**src/rtl/amc_pkg.sv**
```systemverilog
// Purpose: Shared constants and types for the ADC mode and output format block
// Assumes: 12-bit samples per channel, 16-bit serial configuration words
// Notes:   Register offsets are serial addresses; field positions are bit numbers
package amc_pkg;

	// Sample word and pattern constants
	localparam int          DW          = 12;
	localparam logic [11:0] ALT_MASK    = 12'hAAA;
	localparam logic [12:0] CHECK_A     = 13'h1555;
	localparam logic [12:0] CHECK_B     = 13'h0AAA;

	// Serial word layout
	localparam logic [4:0]  WORD_BITS   = 5'h10;
	localparam logic [4:0]  HDR_LAST    = 5'h07;
	localparam logic [4:0]  RD_FIRST    = 5'h08;
	localparam logic [4:0]  SHIFT_FIRST = 5'h09;

	// Register addresses
	localparam logic [6:0]  ADDR_RESET  = 7'h00;
	localparam logic [6:0]  ADDR_PWR    = 7'h01;
	localparam logic [6:0]  ADDR_TIMING = 7'h02;
	localparam logic [6:0]  ADDR_OMODE  = 7'h03;
	localparam logic [6:0]  ADDR_FMT    = 7'h04;
	localparam int          NREG        = 4;
	localparam logic [7:0]  REG_RST     = 8'h00;

	// Field positions
	localparam int          RST_BIT     = 7;
	localparam int          TIM_DCS     = 0;
	localparam int          TIM_PH_LSB  = 1;
	localparam int          TIM_INV     = 3;
	localparam int          OM_MODE_LSB = 0;
	localparam int          OM_TERM     = 2;
	localparam int          OM_DIS      = 3;
	localparam int          OM_CUR_LSB  = 4;
	localparam int          FMT_TWOS    = 0;
	localparam int          FMT_RAND    = 1;
	localparam int          FMT_ALT     = 2;
	localparam int          FMT_TP_LSB  = 3;
	localparam int          FMT_TP_EN   = 5;

	// Power-down codes
	localparam logic [1:0]  PWR_NORMAL  = 2'h0;
	localparam logic [1:0]  PWR_NAP2    = 2'h1;
	localparam logic [1:0]  PWR_NAPBOTH = 2'h2;
	localparam logic [1:0]  PWR_SLEEP   = 2'h3;

	// Output mode codes and default drive
	localparam logic [1:0]  OM_CMOS     = 2'h0;
	localparam logic [1:0]  OM_LVDS     = 2'h2;
	localparam logic [2:0]  CUR_3P5MA   = 3'h0;

	// Pin vector positions for the synchroniser
	localparam int          PIN_MODE    = 0;
	localparam int          PIN_CS      = 1;
	localparam int          PIN_SCK     = 2;
	localparam int          PIN_SDI     = 3;
	localparam int          PIN_SDO     = 4;
	localparam logic [4:0]  PIN_RST     = 5'h02;

	typedef enum logic [1:0] {TP_ONES, TP_ZEROS, TP_ALT, TP_CHECK} amc_tp_e;
	typedef enum logic {SP_IDLE, SP_SHIFT} amc_sp_e;

	typedef struct packed {
		logic        ovf;
		logic [11:0] data;
	} amc_smp_s;

	typedef struct packed {
		logic        tp_en;
		amc_tp_e     tp_sel;
		logic        alt_pol;
		logic        rand_en;
		logic        twos;
	} amc_fmt_cfg_s;

endpackage : amc_pkg

```
**src/rtl/amc_top.sv**
```systemverilog
// Purpose: Mode control and output formatting for a dual-channel converter
// Assumes: Serial pins are asynchronous and are sampled by sys_clk
// Notes:   Pin changes count once synchroniser stages two and three agree
`timescale 1ns/1ns
`default_nettype none
module amc_top
	import amc_pkg::*;
(
	input  wire logic  sys_clk,
	input  wire logic  rst_b,
	input  wire logic  programming_mode_select,
	input  wire logic  cs_b,
	input  wire logic  sck,
	input  wire logic  sdi,
	input  wire logic  sdo_in,
	output logic       sdo_out,
	output logic       sdo_oe_b,
	input  wire logic  sample_en,
	input  wire amc_smp_s ch1_in,
	input  wire amc_smp_s ch2_in,
	output amc_smp_s   ch1_out,
	output amc_smp_s   ch2_out,
	output logic       data_output_clock,
	output logic       out_oe_b,
	output logic       dcs_on,
	output logic [1:0] out_mode,
	output logic       lvds_term,
	output logic [2:0] lvds_cur,
	output logic [1:0] clk_phase,
	output logic       clk_inv,
	output logic       ch1_nap,
	output logic       ch2_nap,
	output logic       sleep
);

	logic [4:0]   s1_r;
	logic [4:0]   s2_r;
	logic [4:0]   s3_r;
	logic [4:0]   flt_r;
	logic [4:0]   prev_r;
	amc_sp_e      sp_r;
	logic [4:0]   cnt_r;
	logic [15:0]  sh_r;
	logic [7:0]   rd_r;
	logic         rd_act_r;
	logic         sdo_drv_r;
	logic [7:0]   regs_r [1:NREG];
	logic         swrst_r;
	logic         phase_r;
	logic         par;
	logic         sck_rise;
	logic         sck_fall;
	logic         cs_fall;
	logic         cs_rise;
	logic         commit;
	logic [1:0]   pwr_code;
	amc_fmt_cfg_s fcfg;
	logic [31:0]  regs_flat;

	// Register read for the serial port; reset register reads zero
	function automatic logic [7:0] reg_read(logic [6:0] a);
		logic [7:0] v;
		v = REG_RST;
		if (a >= ADDR_PWR && a <= ADDR_FMT)
			v = regs_r[a[2:0]];
		return v;
	endfunction : reg_read

	// Three-stage synchroniser; the filtered level moves only on agreement
	always_ff @(posedge sys_clk or negedge rst_b)
	begin
		if (!rst_b)
		begin
			s1_r   <= PIN_RST;
			s2_r   <= PIN_RST;
			s3_r   <= PIN_RST;
			flt_r  <= PIN_RST;
			prev_r <= PIN_RST;
		end
		else
		begin
			s1_r   <= {sdo_in, sdi, sck, cs_b, programming_mode_select};
			s2_r   <= s1_r;
			s3_r   <= s2_r;
			flt_r  <= (~(s2_r ^ s3_r) & s3_r) | ((s2_r ^ s3_r) & flt_r);
			prev_r <= flt_r;
		end
	end

	// Edge decode on the filtered pins
	assign par      = flt_r[PIN_MODE];
	assign sck_rise = flt_r[PIN_SCK] & ~prev_r[PIN_SCK];
	assign sck_fall = ~flt_r[PIN_SCK] & prev_r[PIN_SCK];
	assign cs_fall  = ~flt_r[PIN_CS] & prev_r[PIN_CS];
	assign cs_rise  = flt_r[PIN_CS] & ~prev_r[PIN_CS];

	// A write lands only on a complete word closed by chip select
	assign commit = !par && sp_r == SP_SHIFT && cs_rise
		&& cnt_r == WORD_BITS && !sh_r[15];

	// Frame state: chip select opens and closes a transfer
	always_ff @(posedge sys_clk or negedge rst_b)
	begin
		if (!rst_b)
			sp_r <= SP_IDLE;
		else if (par)
			sp_r <= SP_IDLE;
		else if (cs_fall)
			sp_r <= SP_SHIFT;
		else if (cs_rise)
			sp_r <= SP_IDLE;
	end

	// Input shift; edges past the sixteenth are dropped
	always_ff @(posedge sys_clk or negedge rst_b)
	begin
		if (!rst_b)
		begin
			cnt_r <= '0;
			sh_r  <= '0;
		end
		else if (cs_fall)
		begin
			cnt_r <= '0;
			sh_r  <= '0;
		end
		else if (!par && sp_r == SP_SHIFT && sck_rise && cnt_r < WORD_BITS)
		begin
			sh_r  <= {sh_r[14:0], flt_r[PIN_SDI]};
			cnt_r <= cnt_r + 5'h01;
		end
	end

	// Read-back: header complete loads the addressed byte, then shift
	always_ff @(posedge sys_clk or negedge rst_b)
	begin
		if (!rst_b)
		begin
			rd_r     <= '0;
			rd_act_r <= 1'b0;
		end
		else if (cs_fall || par)
		begin
			rd_r     <= '0;
			rd_act_r <= 1'b0;
		end
		else if (sp_r == SP_SHIFT && sck_rise && cnt_r == HDR_LAST)
		begin
			rd_act_r <= sh_r[6];
			rd_r     <= reg_read({sh_r[5:0], flt_r[PIN_SDI]});
		end
		else if (sp_r == SP_SHIFT && sck_fall
			&& cnt_r >= SHIFT_FIRST && cnt_r < WORD_BITS)
			rd_r <= {rd_r[6:0], 1'b0};
	end

	// Open-drain driver: pull low for zero bits only, never in parallel mode
	always_ff @(posedge sys_clk or negedge rst_b)
	begin
		if (!rst_b)
			sdo_drv_r <= 1'b0;
		else
			sdo_drv_r <= !par && sp_r == SP_SHIFT && rd_act_r
				&& cnt_r >= RD_FIRST && !rd_r[7];
	end

	assign sdo_out  = 1'b0;
	assign sdo_oe_b = ~sdo_drv_r;

	// Mode registers; the reset bit itself is never stored
	always_ff @(posedge sys_clk or negedge rst_b)
	begin
		if (!rst_b)
		begin
			for (int i = 1; i <= NREG; i++)
				regs_r[i] <= REG_RST;
		end
		else if (commit && sh_r[14:8] == ADDR_RESET)
		begin
			if (sh_r[RST_BIT])
				for (int i = 1; i <= NREG; i++)
					regs_r[i] <= REG_RST;
		end
		else if (commit && sh_r[14:8] >= ADDR_PWR && sh_r[14:8] <= ADDR_FMT)
			regs_r[sh_r[10:8]] <= sh_r[7:0];
	end

	// Software reset briefly puts the converter to sleep
	always_ff @(posedge sys_clk or negedge rst_b)
	begin
		if (!rst_b)
			swrst_r <= 1'b0;
		else
			swrst_r <= commit && sh_r[14:8] == ADDR_RESET && sh_r[RST_BIT];
	end

	assign regs_flat = {regs_r[4], regs_r[3], regs_r[2], regs_r[1]};

	// Power code from pins or register
	assign pwr_code = par ? {flt_r[PIN_SDI], flt_r[PIN_SDO]}
		: regs_r[1][1:0];

	// Power controls; channel 1 only naps together with channel 2
	always_ff @(posedge sys_clk or negedge rst_b)
	begin
		if (!rst_b)
		begin
			ch1_nap <= 1'b0;
			ch2_nap <= 1'b0;
			sleep   <= 1'b0;
		end
		else
		begin
			ch2_nap <= pwr_code == PWR_NAP2 || pwr_code == PWR_NAPBOTH;
			ch1_nap <= pwr_code == PWR_NAPBOTH;
			sleep   <= pwr_code == PWR_SLEEP || swrst_r;
		end
	end

	// Clock and output-driver controls; parallel mode takes stabilizer from chip select, output mode from sck, the rest fixed defaults
	always_ff @(posedge sys_clk or negedge rst_b)
	begin
		if (!rst_b)
		begin
			dcs_on    <= 1'b0;
			out_mode  <= OM_CMOS;
			lvds_term <= 1'b0;
			lvds_cur  <= CUR_3P5MA;
			clk_phase <= '0;
			clk_inv   <= 1'b0;
			out_oe_b  <= 1'b0;
		end
		else if (par)
		begin
			dcs_on    <= flt_r[PIN_CS];
			out_mode  <= flt_r[PIN_SCK] ? OM_LVDS : OM_CMOS;
			lvds_term <= 1'b0;
			lvds_cur  <= CUR_3P5MA;
			clk_phase <= '0;
			clk_inv   <= 1'b0;
			out_oe_b  <= 1'b0;
		end
		else
		begin
			dcs_on    <= regs_r[2][TIM_DCS];
			out_mode  <= regs_r[3][OM_MODE_LSB +: 2];
			lvds_term <= regs_r[3][OM_TERM];
			lvds_cur  <= regs_r[3][OM_CUR_LSB +: 3];
			clk_phase <= regs_r[2][TIM_PH_LSB +: 2];
			clk_inv   <= regs_r[2][TIM_INV];
			out_oe_b  <= regs_r[3][OM_DIS];
		end
	end

	// Formatting options exist only in serial mode
	always_comb
	begin
		fcfg = '0;
		if (!par)
		begin
			fcfg.twos    = regs_r[4][FMT_TWOS];
			fcfg.rand_en = regs_r[4][FMT_RAND];
			fcfg.alt_pol = regs_r[4][FMT_ALT];
			fcfg.tp_sel  = amc_tp_e'(regs_r[4][FMT_TP_LSB +: 2]);
			fcfg.tp_en   = regs_r[4][FMT_TP_EN];
		end
	end

	// Sample phase drives alternating patterns and the output clock
	always_ff @(posedge sys_clk or negedge rst_b)
	begin
		if (!rst_b)
			phase_r <= 1'b0;
		else if (sample_en)
			phase_r <= ~phase_r;
	end

	// Output clock is not formatted, only toggled per sample
	assign data_output_clock = phase_r;

	amc_fmt u_fmt1 (
		.sys_clk (sys_clk),
		.rst_b   (rst_b),
		.smp_en  (sample_en),
		.phase   (phase_r),
		.cfg     (fcfg),
		.din     (ch1_in),
		.dout_r  (ch1_out)
	);

	amc_fmt u_fmt2 (
		.sys_clk (sys_clk),
		.rst_b   (rst_b),
		.smp_en  (sample_en),
		.phase   (phase_r),
		.cfg     (fcfg),
		.din     (ch2_in),
		.dout_r  (ch2_out)
	);
endmodule : amc_top
`default_nettype wire

```
**src/rtl/amc_fmt.sv**
```systemverilog
// Purpose: Output formatter for one converter channel
// Assumes: smp_en marks one new sample per sample clock
// Notes:   Test patterns are applied last so nothing else can alter them
`timescale 1ns/1ns
`default_nettype none
module amc_fmt
	import amc_pkg::*;
(
	input  wire logic         sys_clk,
	input  wire logic         rst_b,
	input  wire logic         smp_en,
	input  wire logic         phase,
	input  wire amc_fmt_cfg_s cfg,
	input  wire amc_smp_s     din,
	output amc_smp_s          dout_r
);

	// Coding, randomizer, polarity, then pattern override
	function automatic amc_smp_s fmt_word(amc_smp_s w, amc_fmt_cfg_s c, logic ph);
		amc_smp_s r;
		r = w;
		if (c.twos)
			r.data[11] = ~r.data[11];
		if (c.rand_en)
			r.data[11:1] = r.data[11:1] ^ {11{r.data[0]}};
		if (c.alt_pol)
			r.data = r.data ^ ALT_MASK;
		if (c.tp_en)
		begin
			unique case (c.tp_sel)
				TP_ONES:  r = '1;
				TP_ZEROS: r = '0;
				TP_ALT:   r = ph ? '1 : '0;
				TP_CHECK: r = ph ? CHECK_B : CHECK_A;
			endcase
		end
		return r;
	endfunction : fmt_word

	// Output word is held until the next sample
	always_ff @(posedge sys_clk or negedge rst_b)
	begin
		if (!rst_b)
			dout_r <= '0;
		else if (smp_en)
			dout_r <= fmt_word(din, cfg, phase);
	end
endmodule : amc_fmt
`default_nettype wire

```
**config.mk**
```make
export PLATFORM = sky130hd
export DESIGN_NAME = amc_top
export DESIGN_NICKNAME = d
export VERILOG_FILES = /design/src/rtl/amc_pkg.sv /design/src/rtl/amc_top.sv /design/src/rtl/amc_fmt.sv
export SDC_FILE = /design/constraint.sdc
export NUM_CORES = 1
export LEC_CHECK = 0
export BUFFER_PORTS_ARGS = -buffer_cell sky130_fd_sc_hd__buf_4
export CORE_MARGIN = 1.5
export CORE_UTILIZATION = 30
export CTS_CLUSTER_DIAMETER = 60
export CTS_CLUSTER_SIZE = 20
export DETAILED_ROUTE_END_ITERATION = 10
export PLACE_DENSITY = 0.54
export RECOVER_POWER = 50
export SLEW_MARGIN = 40
export SYNTH_ARGS = -nofsm -noshare
export SYNTH_HDL_FRONTEND = slang
export SYNTH_HIERARCHICAL = 1
export SYNTH_SLANG_ARGS = --single-unit
```
**constraint.sdc**
```tcl
create_clock -name sys_clk -period 4.5 [get_ports sys_clk]
set_input_delay 0.9 -clock sys_clk [delete_from_list [all_inputs] [get_ports sys_clk]]
set_output_delay 0.9 -clock sys_clk [all_outputs]
set_load 0.005 [all_outputs]
```
# After elaboration in Yosys (flattened, before gate mapping)

Index checks and enable logic that the tools add are counted.

Word-level logic and storage cells: 155
Input port bits: 34
Flip-flop bits (word level): 129
Output and inout port bits: 43

Muxes and demuxes: 47
$lt $le $gt $ge: 10
Reduce and logical (&&, ||, !) cells: 34
Add/sub/neg operators: 1
Equality and inequality tests: 9
Bitwise gates (word level): 23

Operators by type and width:

| operator             | count |
|---|---|
| $mux W32             | 3 |
| $mux W8              | 7 |
| $mux W13             | 4 |
| $pmux W13 S4         | 1 |
| $mux W11             | 4 |
| $bwmux W32           | 1 |
| $mux W16             | 2 |
| $bmux W8 S3          | 1 |
| $demux W8 S3         | 1 |
| $mux W12             | 2 |
| $xor A11 B11 Y11     | 2 |
| $logic_and A1 B1 Y1  | 20 |
| $ge A7 B1 Y1 const B | 2 |
| $le A7 B3 Y1 const B | 2 |
| $mux W1              | 13 |
| $not A6 Y6           | 2 |
| $and A5 B5 Y5        | 2 |
| $ge A5 B4 Y1 const B | 2 |
| $mux W5              | 2 |
| $eq A2 B2 Y1 const B | 4 |
| $ge A4 B4 Y1 const B | 2 |
| $mux W2              | 4 |
| $not A1 Y1           | 8 |
| $not A3 Y4           | 2 |
| 20 further kinds     | 31 |

# Logic depth before layout (Yosys ltp)

Depth in word-level cells: 9
Mapped depth: 8
Depth with buffers taken out: 6

# Hierarchy

The synthesis kept the hierarchy.

Modules (own cells, without submodules):

| module  | area an instance (um^2) | sequential area each (um^2) | cells each | times used |
|---|---|---|---|---|
| amc_top | 4379.2                  | 2558.7                      | 380        | 1 |
| amc_fmt | 834.6                   | 325.3                       | 77         | 2 |

# Worst setup path before layout

OpenSTA, ideal clock, no wires.

Path kind: reg-to-reg
Start: register cnt_r[0]
End: register regs_r, in the netlist regs_flat[0]
Clock period less this slack: 1.815 ns
Stages on the path, launching flop included: 9
Arrival: 1.694 ns
Required time: 4.379 ns
Slack: 2.685 ns
Library setup time: 0.121 ns
Buffers on the path: 2
Cell sequence: dfrtp_1 inv_1 ha_1 and4b_1 and4_1 buf_4 and3b_1 buf_4 a22o_1

Word-level cells in the longest chain between the ends: 7
Elaborated cells between the ends (all ways): 10
Classes of those cells: eq/ne (2); mux (1); reduce/logical (7)

Ends and longest elaborated chain:

| item                                | RTL line       | text |
|---|---|---|
| start: declaration                  | amc_top.sv:42  | `logic [4:0] cnt_r;` |
| start signal: assignment            | amc_top.sv:130 | `cnt_r <= cnt_r + 5'h01;` |
| $eq A5 B5 Y1 *                      | amc_top.sv:99  | `&& cnt_r == WORD_BITS && !sh_r[15];` |
| $logic_and A1 B1 Y1 * (2 in a row)  | amc_top.sv:99  |  |
| $logic_and A1 B1 Y1 (2 in a row)    | amc_top.sv:184 | `else if (commit && sh_r[14:8] >= ADDR_PWR && sh_r[14:8] <= ADDR_FMT)` |
| $reduce_bool A2 Y1 (no source line) | --             |  |
| $reduce_and A2 Y1 (no source line)  | --             |  |
| end signal: indexed assignment      | amc_top.sv:185 | `regs_r[sh_r[10:8]] <= sh_r[7:0];` |
| end: declaration                    | amc_top.sv:47  | `logic [7:0] regs_r [1:NREG];` |

Mark *: on every way between the ends. The rest lies on a longest branch, timed or not.
A chain may end at the register's enable or synchronous reset.

==> flow_summary.toml <==
[outcome]
status = "finished, violations left"
violations = "max-capacitance violations, max-slew violations"

[clock_tree]
cts_hold_buf = 0
postCtsResizedCells = 0
cts_tree = "built"
insertion_delay_ns = 0.42
clk_pin_slew_ns = 0.06
post-cts-setup-buffer-count = 0
ctsHtreeMaxLevel = 4
clock-sinks = 128
clock_path_buffers = 2
cts_buffers = 17
cts_root_buffer = "clkbuf_16"

[sta]
final.setup.worst_slack_ns = 1.92
finalHoldViolations = 0
finalSetupViolCount = 0
slew_headroom_pct = -11.7
rsz0062_at_grt = "false"
max_freq_mhz = 387
fin_crit_ns = 2.58
final_max_slew_viol_count = 98
finClkSkew_ns = 0.0104
tns_ns = 0
finalCritPeriodShare_pct = 57.4
tightest_slew_ns = 1.68

[power]
p_leak_nw = 3.19
p_sw_share_pct = 23.0
intPower_mw = 2.26
p_per_area_nw_per_um2 = 395
peakVddDrop_mv = 0.229
total_power_mw = 2.93
power_frac_seq_pct = 42.6
switching_power_mw = 0.674
clkPwrFrac_pct = 49.6
combinationalPowerShare_pct = 7.8

[final_layout]
drive_gt1_share_pct = 24.5
fillers = 1916
stdcell_area_sq_um = 7420
area_delta_synth_final_pct = 22.7
multi_input_area_sq_um = 2630
layout_commonest_cell = "dfrtp_1"
fin_nets = 634
post-route-util_pct = 37.9
num_antenna_cells = 0
final_cell_mix = "dfrtp_1, buf_4, nand2_1"
register_area_sq_um = 3210

[floorplanning]
die_w_um = 145
initial_utilization_pct = 30.9
rows = 51
coreArea_sq_um = 19600
ios = 77
dieArea_sq_um = 21000
die_h_um = 145

[detailed_routing]
wl_per_cell_um = 16.9
vias = 4483
first_pass_iters = 4
finalWirelength_um = 14800
antenna_left = 0
drc = 0
drtIter0Drc = 243
vias_per_cell = 5.14

[logic_synthesis]
synth.cell_area_sq_um = 6050
ys_ff_latch = 128
synth.distinct_cells = 63
synthFlopType = "dfrtp_1"
yosys.area.top_type_share_pct = 50.9
synth_area_leaders = "dfrtp_1, a22o_1, nand2_1, o22a_1, nor2b_1"
ys_seq_area_share_pct = 53.1
yosys.area.top_type = "dfrtp_1"
ys_warn_count = 6
synth_edf_count = 0
async_flop_share_pct = 100
synth_nets = 573
syn_inst = 534
synth_area_per_cell_sq_um = 11.3

[worst_hold_path]
timing.hold.worst.class = "register to register"

[place]
place_ws_ns = 2.07
port_buffers = 75
dp_hpwl_um = 10100
placed_cell_area_sq_um = 6800
gp_congestion = 0.827

[setup_path]
endpoint = "u_fmt2/dout_r[9]"
worstRegToRegCells = 5
cp.required_ns = 4.83
cp_max_fo = 17
start_kind = "register"
worstSetupPathType = "register to register"
critical_path.endpoint_type = "register"
r2r_setup_slack_ns = 1.92
r2r-end = "u_fmt2/dout_r[9]"
critical_path_arrival_ns = 2.91

[global_route]
antenna_found_initial = 0
grt_pass1_wl_um = 24800
grtUsageTotal_pct = 14.8
grt_pass1_vias = 4569
grt_overflow = 0
grt_max_degree = 68

[job]
cap_violations = 2
## power by group through the flow
stage                     Combinational (mW)  Sequential (mW)  Clock, mW
after global routing                   0.253             1.25       1.55
after global placement                 0.229             1.27          0
after detailed placement               0.235             1.27          0
after floorplan                        0.120             1.25          0
final                                  0.229             1.25       1.45
after CTS                              0.236             1.25       1.50
## registers in the layout (all words and copies together), names as in the netlist, 2 cells and up, named ones only
register	flops
clk_phase	2
cnt_r	5
lvds_cur	3
out_mode	2
prev_r	2
rd_r	8
regs_flat	32
s1_r	5
s2_r	5
s3_r	5
sh_r	16
u_fmt1/dout_r	13
u_fmt2/dout_r	13
## layer usage
metal	vias to the layer above	part of all wire, %	global-route usage [%]
met2	111	48	23.1
met1	2271	46	19.9
met5	-	0	0
met3	14	4.5	3.74
li1	2087	-	-
met4	0	1.4	5.05
## worst min path at each step
| stage | slack [ns] | cells after the start | start | end |
|---|---|---|---|---|
| detailed placement | 0.34 | 0 | s1_r[0] | s2_r[0] |
| global placement | 0.34 | 0 | s1_r[4] | s2_r[4] |
| floorplan | 0.33 | 0 | s1_r[0] | s2_r[0] |
| finish | 0.35 | 0 | s1_r[0] | s2_r[0] |
| global route | 0.35 | 0 | s1_r[0] | s2_r[0] |
| CTS | 0.35 | 0 | s1_r[0] | s2_r[0] |
## final cells by class
class                   count  share of cell area, %
multi-input cells         360                   35.4
clock buffers              19                   5.97
well taps                 265                   4.47
flip-flops and latches    128                   43.3
clock inverters            13                   2.53
inverters                   8                  0.405
repair buffers             80                   7.96
## stage by stage
stage | hold WS [ns] | instances
2_1_floorplan | 0.331 | 534
3_3_place_gp | 0.336 | 841
3_5_place_dp | 0.336 | 841
4_1_cts | 0.349 | 873
5_1_grt | 0.350 | 873
6_report | 0.346 | 873
## cell usage after synthesis (10+ instances only)
cell and instances:
o21ai_0 10, nor2_1 21, a21oi_1 31, a21bo_2 12, nand3_1 14, nor2b_1 26
or3b_1 14, dfrtp_1 123, o22a_1 20, nand3b_1 14, a2111o_1 12, mux2i_1 16
clkbuf_1 17, o221ai_1 10, a22o_1 23, nand2_1 48
## worst max-delay path, stage by stage, from the launching register on
cell and delay (ns):
dfrtp_1 0.57, clkbuf_1 0.73, nor2b_1 0.23, nand3b_1 0.38, a2111o_1 0.50, o221ai_2 0.07
## cell families after synthesis
kind of cell,share of synthesized area (%)
buffers and inverters,3.77
adders and majority gates,1.86
AOI/OAI and AO/OA,19.1
other,0.0620
DFF,53.1
xor gates and xnor gates,0.869
and+or+nand+nor,17.9
muxes,3.39
(Power assumes the default switching activity.)
